==> src/inc/tor_pkg.sv <==
// shared constants for the timer output recovery block
package tor_pkg;
    localparam int TOR_NUM_CH = 5;
    localparam int TOR_CYC_CH = 3;
    localparam int TOR_MODE_W = 3;
    localparam logic [2:0] TOR_MODE_NORMAL = 3'h0;
    localparam logic [2:0] TOR_MODE_PWM1 = 3'h1;
    localparam logic [2:0] TOR_MODE_PWM2 = 3'h2;
    localparam logic [2:0] TOR_MODE_PHASE = 3'h3;
    localparam logic [2:0] TOR_MODE_CPL = 3'h4;
    localparam logic [2:0] TOR_MODE_RSYNC = 3'h5;
    localparam logic TOR_LVL_LOW = 1'h0;
    localparam logic TOR_LVL_HIGH = 1'h1;
    localparam logic TOR_OUT_RST = 1'h0;
    localparam logic TOR_OE_RST = 1'h0;

    // complementary or reset-synchronous pwm
    function automatic logic tor_is_pair(input logic [2:0] m);
        return (m == TOR_MODE_CPL) || (m == TOR_MODE_RSYNC);
    endfunction

    // modes whose entry from a pair mode forces fixed levels
    function automatic logic tor_is_low_entry(input logic [2:0] m);
        return (m == TOR_MODE_NORMAL) || (m == TOR_MODE_PWM1);
    endfunction
endpackage

==> src/inc/tor_chan_if.sv <==
// per-channel signals between the top and one output stage
`timescale 1ns/1ps
interface tor_chan_if;
    logic count;
    logic pair_run;
    logic plain_run;
    logic halt;
    logic cpl_exit;
    logic rs_exit;
    logic init_a;
    logic init_b;
    logic init_lvl_a;
    logic init_lvl_b;
    logic match_a;
    logic match_b;
    logic mlvl_a;
    logic mlvl_b;
    logic act_pos;
    logic act_neg;
    logic tmr_a;
    logic tmr_b;
    modport top (output count, pair_run, plain_run, halt, cpl_exit,
        rs_exit, init_a, init_b, init_lvl_a, init_lvl_b, match_a, match_b,
        mlvl_a, mlvl_b, act_pos, act_neg, input tmr_a, tmr_b);
    modport chan (input count, pair_run, plain_run, halt, cpl_exit,
        rs_exit, init_a, init_b, init_lvl_a, init_lvl_b, match_a, match_b,
        mlvl_a, mlvl_b, act_pos, act_neg, output tmr_a, tmr_b);
endinterface

==> src/tor_chan.sv <==
// timer output levels of one channel (a = positive, b = negative phase)
`timescale 1ns/1ps
module tor_chan
    import tor_pkg::*;
(
    input wire logic clk_i,
    input wire logic reset_n_i,
    tor_chan_if.chan bus
);
    logic tmr_a_q;
    logic tmr_b_q;

    // first matching cause wins
    always_ff @(posedge clk_i or negedge reset_n_i) begin
        if (!reset_n_i) begin
            tmr_a_q <= TOR_OUT_RST;
        end else if (bus.cpl_exit || bus.rs_exit) begin
            tmr_a_q <= TOR_LVL_LOW;
        end else if (bus.halt) begin
            tmr_a_q <= ~bus.act_pos;
        end else if (bus.pair_run && bus.count && bus.match_a) begin
            tmr_a_q <= bus.act_pos;
        end else if (bus.pair_run && bus.count && bus.match_b) begin
            tmr_a_q <= ~bus.act_pos;
        end else if (bus.init_a) begin
            tmr_a_q <= bus.init_lvl_a;
        end else if (bus.plain_run && bus.count && bus.match_a) begin
            tmr_a_q <= bus.mlvl_a;
        end
    end

    always_ff @(posedge clk_i or negedge reset_n_i) begin
        if (!reset_n_i) begin
            tmr_b_q <= TOR_OUT_RST;
        end else if (bus.cpl_exit) begin
            tmr_b_q <= TOR_LVL_LOW;
        end else if (bus.rs_exit) begin
            tmr_b_q <= TOR_LVL_HIGH;
        end else if (bus.halt) begin
            tmr_b_q <= ~bus.act_neg;
        end else if (bus.pair_run && bus.count && bus.match_a) begin
            tmr_b_q <= ~bus.act_neg;
        end else if (bus.pair_run && bus.count && bus.match_b) begin
            tmr_b_q <= bus.act_neg;
        end else if (bus.init_b) begin
            tmr_b_q <= bus.init_lvl_b;
        end else if (bus.plain_run && bus.count && bus.match_b) begin
            tmr_b_q <= bus.mlvl_b;
        end
    end

    assign bus.tmr_a = tmr_a_q;
    assign bus.tmr_b = tmr_b_q;
endmodule

==> src/tor_top.sv <==
// timer output stage with error stop and restart behaviour
// How it works
// after reset outputs low, pins undriven
// software moves faulty pins to port output
// software then clears counter start bits
// complementary halt loads its initial output value
// reset-synchronous halt loads its initial value
// complementary to normal/pwm1 drives all low
// reset-sync exit: positive low, negative high
// complementary after reset-sync clears cyclic pin
// pwm1 pin init skips the b side
// pwm2 pin init skips cycle register pin
// pair restart: disable, levels, mode, enable
// new complementary values go via normal mode
// same pair mode restart resumes on match
// plain restart: mode, init pins, select, start
// compare match drives the configured level
// running complementary mode toggles on matches
// forced levels reach pins only when selected
`timescale 1ns/1ps
module tor_top
    import tor_pkg::*;
#(
    parameter int NUM_CH = TOR_NUM_CH,
    parameter int CYC_CH = TOR_CYC_CH
) (
    input wire logic clk_i,
    input wire logic reset_n_i,
    input wire logic [TOR_MODE_W-1:0] mode_i,
    input wire logic [NUM_CH-1:0] count_i,
    input wire logic [NUM_CH-1:0] tmr_sel_i,
    input wire logic [NUM_CH-1:0] port_dir_i,
    input wire logic [NUM_CH-1:0] port_data_a_i,
    input wire logic [NUM_CH-1:0] port_data_b_i,
    input wire logic [NUM_CH-1:0] out_en_i,
    input wire logic act_pos_i,
    input wire logic act_neg_i,
    input wire logic cyc_en_i,
    input wire logic [NUM_CH-1:0] cyc_is_b_i,
    input wire logic init_we_i,
    input wire logic [NUM_CH-1:0] init_lvl_a_i,
    input wire logic [NUM_CH-1:0] init_lvl_b_i,
    input wire logic [NUM_CH-1:0] mlvl_a_i,
    input wire logic [NUM_CH-1:0] mlvl_b_i,
    input wire logic [NUM_CH-1:0] match_a_i,
    input wire logic [NUM_CH-1:0] match_b_i,
    output logic [NUM_CH-1:0] pin_a_o,
    output logic [NUM_CH-1:0] pin_a_oe_o,
    output logic [NUM_CH-1:0] pin_b_o,
    output logic [NUM_CH-1:0] pin_b_oe_o,
    output logic cyc_o,
    output logic cyc_oe_o
);
    logic [TOR_MODE_W-1:0] mode_q;
    logic [NUM_CH-1:0] count_q;
    logic [NUM_CH-1:0] halt;
    logic [NUM_CH-1:0] cpl_exit;
    logic [NUM_CH-1:0] rs_exit;
    logic [NUM_CH-1:0] init_a;
    logic [NUM_CH-1:0] init_b;
    logic [NUM_CH-1:0] ta;
    logic [NUM_CH-1:0] tb;
    logic pair_run;
    logic plain_run;
    logic cyc_clr;
    logic cyc_q;
    logic cyc_oe_q;

    assign pair_run = tor_is_pair(mode_i);
    assign plain_run = !pair_run;
    assign cyc_clr = (mode_i == TOR_MODE_CPL) && (mode_q == TOR_MODE_RSYNC);

    always_ff @(posedge clk_i or negedge reset_n_i) begin
        if (!reset_n_i) begin
            mode_q <= TOR_MODE_NORMAL;
        end else begin
            mode_q <= mode_i;
        end
    end

    always_ff @(posedge clk_i or negedge reset_n_i) begin
        if (!reset_n_i) begin
            count_q <= '0;
        end else begin
            count_q <= count_i;
        end
    end

    genvar i;
    generate
        for (i = 0; i < NUM_CH; i++) begin : g_ch
            tor_chan_if ch_if ();
            // a falling start bit in a pair mode is a halt
            assign halt[i] = count_q[i] && !count_i[i] && pair_run;
            assign cpl_exit[i] = !count_i[i] && (mode_q == TOR_MODE_CPL) &&
                tor_is_low_entry(mode_i);
            assign rs_exit[i] = !count_i[i] && (mode_q == TOR_MODE_RSYNC) &&
                tor_is_low_entry(mode_i);
            assign init_a[i] = init_we_i && !((mode_i == TOR_MODE_PWM2) &&
                !cyc_is_b_i[i]);
            assign init_b[i] = init_we_i && (mode_i != TOR_MODE_PWM1) &&
                !((mode_i == TOR_MODE_PWM2) && cyc_is_b_i[i]);
            assign ch_if.count = count_i[i];
            assign ch_if.pair_run = pair_run;
            assign ch_if.plain_run = plain_run;
            assign ch_if.halt = halt[i];
            assign ch_if.cpl_exit = cpl_exit[i];
            assign ch_if.rs_exit = rs_exit[i];
            assign ch_if.init_a = init_a[i];
            assign ch_if.init_b = init_b[i];
            assign ch_if.init_lvl_a = init_lvl_a_i[i];
            assign ch_if.init_lvl_b = init_lvl_b_i[i];
            assign ch_if.match_a = match_a_i[i];
            assign ch_if.match_b = match_b_i[i];
            assign ch_if.mlvl_a = mlvl_a_i[i];
            assign ch_if.mlvl_b = mlvl_b_i[i];
            assign ch_if.act_pos = act_pos_i;
            assign ch_if.act_neg = act_neg_i;
            assign ta[i] = ch_if.tmr_a;
            assign tb[i] = ch_if.tmr_b;
            tor_chan u_chan (
                .clk_i(clk_i),
                .reset_n_i(reset_n_i),
                .bus(ch_if.chan)
            );
        end
    endgenerate

    // pin mux: timer levels only when the timer function is selected
    always_ff @(posedge clk_i or negedge reset_n_i) begin
        if (!reset_n_i) begin
            pin_a_o <= '0;
            pin_b_o <= '0;
            pin_a_oe_o <= '0;
            pin_b_oe_o <= '0;
        end else begin
            for (int k = 0; k < NUM_CH; k++) begin
                if (tmr_sel_i[k]) begin
                    pin_a_o[k] <= ta[k];
                    pin_b_o[k] <= tb[k];
                    pin_a_oe_o[k] <= out_en_i[k];
                    pin_b_oe_o[k] <= out_en_i[k];
                end else begin
                    pin_a_o[k] <= port_data_a_i[k];
                    pin_b_o[k] <= port_data_b_i[k];
                    pin_a_oe_o[k] <= port_dir_i[k];
                    pin_b_oe_o[k] <= port_dir_i[k];
                end
            end
        end
    end

    // cyclic output toggles on the cycle channel's a match in complementary mode
    always_ff @(posedge clk_i or negedge reset_n_i) begin
        if (!reset_n_i) begin
            cyc_q <= TOR_OUT_RST;
        end else if (cyc_clr) begin
            cyc_q <= TOR_LVL_LOW;
        end else if ((mode_i == TOR_MODE_CPL) && cyc_en_i &&
                count_i[CYC_CH] && match_a_i[CYC_CH]) begin
            cyc_q <= ~cyc_q;
        end
    end

    always_ff @(posedge clk_i or negedge reset_n_i) begin
        if (!reset_n_i) begin
            cyc_oe_q <= TOR_OE_RST;
        end else begin
            cyc_oe_q <= cyc_en_i && tmr_sel_i[CYC_CH] && out_en_i[CYC_CH];
        end
    end

    assign cyc_o = cyc_q;
    assign cyc_oe_o = cyc_oe_q;
endmodule

==> config.mk <==
export PLATFORM = sky130hd
export DESIGN_NAME = tor_top
export DESIGN_NICKNAME = d
export VERILOG_FILES = /design/src/inc/tor_pkg.sv /design/src/inc/tor_chan_if.sv /design/src/tor_chan.sv /design/src/tor_top.sv
export SDC_FILE = /design/constraint.sdc
export NUM_CORES = 1
export LEC_CHECK = 0
export BUFFER_PORTS_ARGS = -buffer_cell sky130_fd_sc_hd__buf_2
export CORE_ASPECT_RATIO = 0.6
export CORE_MARGIN = 3
export CORE_UTILIZATION = 40
export CTS_BUF_LIST = sky130_fd_sc_hd__clkbuf_2
export DETAILED_ROUTE_END_ITERATION = 8
export PLACE_DENSITY = 0.69
export SYNTH_ARGS = -nofsm -noshare
export SYNTH_HDL_FRONTEND = slang
export SYNTH_SLANG_ARGS = --single-unit
==> constraint.sdc <==
create_clock -name clk_i -period 2.4 [get_ports clk_i]
set_clock_uncertainty 0.05 [all_clocks]
set_input_delay 0.24 -clock clk_i [delete_from_list [all_inputs] [get_ports clk_i]]
set_output_delay 0.24 -clock clk_i [all_outputs]
set_load 0.02 [all_outputs]
==> impl_summary.log <==
INFO  metric cts_sink_cnt = 35
INFO  metric synth-edff-count = 0
INFO  metric leakage_power = 1.393 nW
INFO  metric first_pass_grt_wire_length = 10850 µm
INFO  metric post_synth_main_area_contributors = dfrtp_1 (37%), mux2_2 (9.1%), a21oi_1 (5.9%), mux2i_1 (3.0%), a31oi_1 (2.7%)
INFO  metric drt_wl_total = 6686 µm
INFO  metric timing.critical_path.from = mode_i[0]
INFO  metric outcome = completed
INFO  metric die_width = 105.1 µm
INFO  metric final_min_period = ~2.1 ns
INFO  metric wl_per_cell = 15.33 µm
INFO  metric grt.total_usage = 19.39%
INFO  metric drcViolationCount = 0
INFO  metric timing.final.crit_share = 86.35%
INFO  metric cp-end-kind = flop
INFO  metric cp_max_fo = 11
INFO  metric avgSynthCellArea = 9.101 µm²
INFO  metric grt_setup_unrepaired = false
INFO  metric drt_first_pass_iters = 6
INFO  metric timing.setup.critical_path_class = in -> reg
INFO  metric grt_max_degree = 36
INFO  metric timing.max_slew.rel_slack = 47.65%
INFO  metric number_of_max_capacitance_violations_reported = 0
INFO  metric design.core.area = ~0.0054 mm²
INFO  metric seq_total_area_yosys = 37.15%
INFO  metric postSynthCellCount = roughly 260
INFO  metric max_freq = between 400 and 500 MHz
INFO  metric clk-insertion-delay-late = 0.38 ns
INFO  metric synth_fp_nets = 333
INFO  metric setup-tns-final = 0 ns
INFO  metric detailroute.via_count = 2450
INFO  metric setup_slack = 0.3277 ns
INFO  metric cts_made_buffers = 5
INFO  metric insertedDiodeCount = 0
INFO  metric overflow = 0
INFO  metric yosys_register_bits = 35
INFO  metric cts.clk_slew.worst_paths = approximately 0.19 ns
INFO  metric cellPowerDensity = between 400 and 500 mW/mm²
INFO  metric die_height = 65.47 µm
INFO  metric synthesis.area = roughly 0.0024 mm²
INFO  metric floorplan.initialDensity = 44.02%
INFO  metric worst-endpoint-required = ~2.7 ns
INFO  metric hold_violations = 0
INFO  metric grt_pass1_vias = 2174
INFO  metric post_synth_num_cell_types = 57
INFO  metric placed_cells = 410
INFO  metric worstSetupEndpoint = g_ch[3].u_chan.bus.tmr_a
INFO  metric ys_top_cells_by_count = dfrtp_1 (35), a21oi_1 (28), mux2_2 (19)
INFO  metric timing.rr.start = mode_q[1]
INFO  metric synth_warnings = 0
INFO  metric die_outline_area = 0.006881 mm²
INFO  metric start_kind = input pin
INFO  metric final_max_slew_viol_count = 0
INFO  metric port_buffers = 95
INFO  metric via_density_per_instance = about 5.6
INFO  metric ctsHtreeMaxLevel = 2
INFO  metric class_of_the_tightest_hold_or_removal_check = in -> reg
INFO  metric irDropWorstVdd = around 250 µV
INFO  metric synth_most_common_cell = dfrtp_1
INFO  metric hpwl = 4937 µm
INFO  metric setup_viol = 0
INFO  metric place_worst_setup_slack = 0.4208 ns
INFO  metric synth_top_area_share = a little under two fifths
INFO  metric cts_tree = yes
INFO  metric clock_tree.root_cell = clkbuf_2
INFO  metric share_of_synthesized_flip_flops_with_an_asynchronous_set_or_reset = 100.0%
INFO  metric antenna_violations_before_repair = 0
INFO  metric timing_worst_slew_pin_value = 0.7852 ns
INFO  metric synth-main-ff-cell = dfrtp_1
INFO  metric final_cells = 436
INFO  metric worst-r2r-cell-count = 6
INFO  metric drt_iter0_drc = roughly 190
INFO  metric critPathArrivalTime = 2.32 ns
INFO  metric r2r-end = g_ch[1].u_chan.bus.tmr_a
INFO  metric ioPinCount = 96
INFO  metric final_core_utilization = between 50% and 60%
INFO  metric clock_path_buffers = 2
INFO  metric final_layout_size_suffix_gt1_share = 36.77%
INFO  metric placementRows = 20
INFO  metric globalplace.congestion = 0.8495
INFO  metric postRouteAntennaNets = 0
INFO  metric area_growth = 31.05%
INFO  metric yosysTopAreaCell = dfrtp_1
INFO  metric reg2reg_setup_slack = about 0.63 ns
INFO  metric final_nets = ~430
==> kinds of logic (layout without fill, tap and decap cells) <==
kind of cell	after synthesis	in the layout	synth area share, %
simple gates	64	64	16.51
mux	26	26	12.05
buf+inv	36	136	7.059
flops	35	35	37.15
compound gates	98	98	27.23
==> flip-flops by register name, indices dropped and copies added, names as in the netlist <==
name	cells
count_q	5
g_ch.u_chan.bus.tmr_a	5
g_ch.u_chan.bus.tmr_b	5
pin_a_o	5
pin_b_o	5
pin_b_oe_o	5
mode_q	3
cyc_o	1
cyc_oe_o	1
==> cells in the final DEF (no fill, tap or decap), types with 5 or more instances in the layout <==
master | synthesis | layout
buf_2 | 4 | 95
dfrtp_1 | 35 | 35
a21oi_1 | 28 | 28
mux2_2 | 19 | 19
dlygate4sd3_1 | 0 | 18
nand2_1 | 13 | 13
o21ai_0 | 12 | 12
inv_1 | 12 | 12
a31oi_1 | 10 | 10
nand2b_1 | 8 | 8
mux2i_1 | 7 | 7
nor2_1 | 7 | 7
o22ai_1 | 7 | 7
nand3_1 | 5 | 5
a211oi_1 | 5 | 5
and3_1 | 5 | 5
clkbuf_2 | 0 | 5
==> worst min-delay path by stage <==
stage / startpoint / end / depth (start not counted)
after detailed placement: reset_n_i / pin_b_oe_o[2] / 1
after floorplan: reset_n_i / count_q[0] / 0
after global routing: out_en_i[3] / pin_b_oe_o[3] / 2
after global placement: reset_n_i / pin_b_oe_o[2] / 1
after CTS: port_dir_i[3] / pin_b_oe_o[3] / 2
final: port_dir_i[2] / pin_b_oe_o[2] / 2
==> power by group <==
part	total [mW]	internal [mW]	switching, mW
sequential	0.693	0.657	0.0356
combinational	0.458	0.211	0.247
clock	0.378	0.172	0.207
total	1.53	1.04	0.489
==> final cells by class <==
class | count | area (µm²)
fill | 539 | 2266
tap | 77 | 96.34
multi-input combinational | 188 | 1318
clock buffer | 5 | 25.02
timing repair buffer | 116 | 690.7
clock inverter | 3 | 38.79
sequential | 35 | 875.8
inverter | 12 | 45.04
==> worst max-delay path: stages <==
cell and delay (ns):
dlygate4sd3_1 0.54, buf_2 0.18, or3b_4 0.45, o21ai_0 0.26, mux2_2 0.37, a22oi_1 0.16, o22ai_1 0.11
==> per-layer routing <==
| metal | vias up | GRT usage [%] | part of all wire, % |
|---|---|---|---|
| met5 | - | 0 | 0 |
| met1 | 1141 | 29.34 | 48 |
| li1 | 1186 | - | - |
| met3 | 7 | 4.416 | 8.1 |
| met2 | 116 | 28.12 | 43 |
| met4 | 0 | 3.928 | 0.66 |
==> metrics by stage <==
stage               hold slack, ns  total power, mW  area (µm²)
finish                     0.02567            1.529        3089
global route              0.004039            1.629        3089
CTS                       0.005699            1.522        2969
detailed placement          0.3248            1.137        2845
global placement            0.3310            1.130        2845
floorplan                  -0.1056           0.9698        2357
==> what timing repair did <==
item | in CTS | in global routing
endpoints found under the hold margin | 40 | 10
hold buffers | 6 | 12
setup buffers | 0 | 0
resized for setup | 0 | 0
No activity file was read; power rests on OpenSTA's default activity.
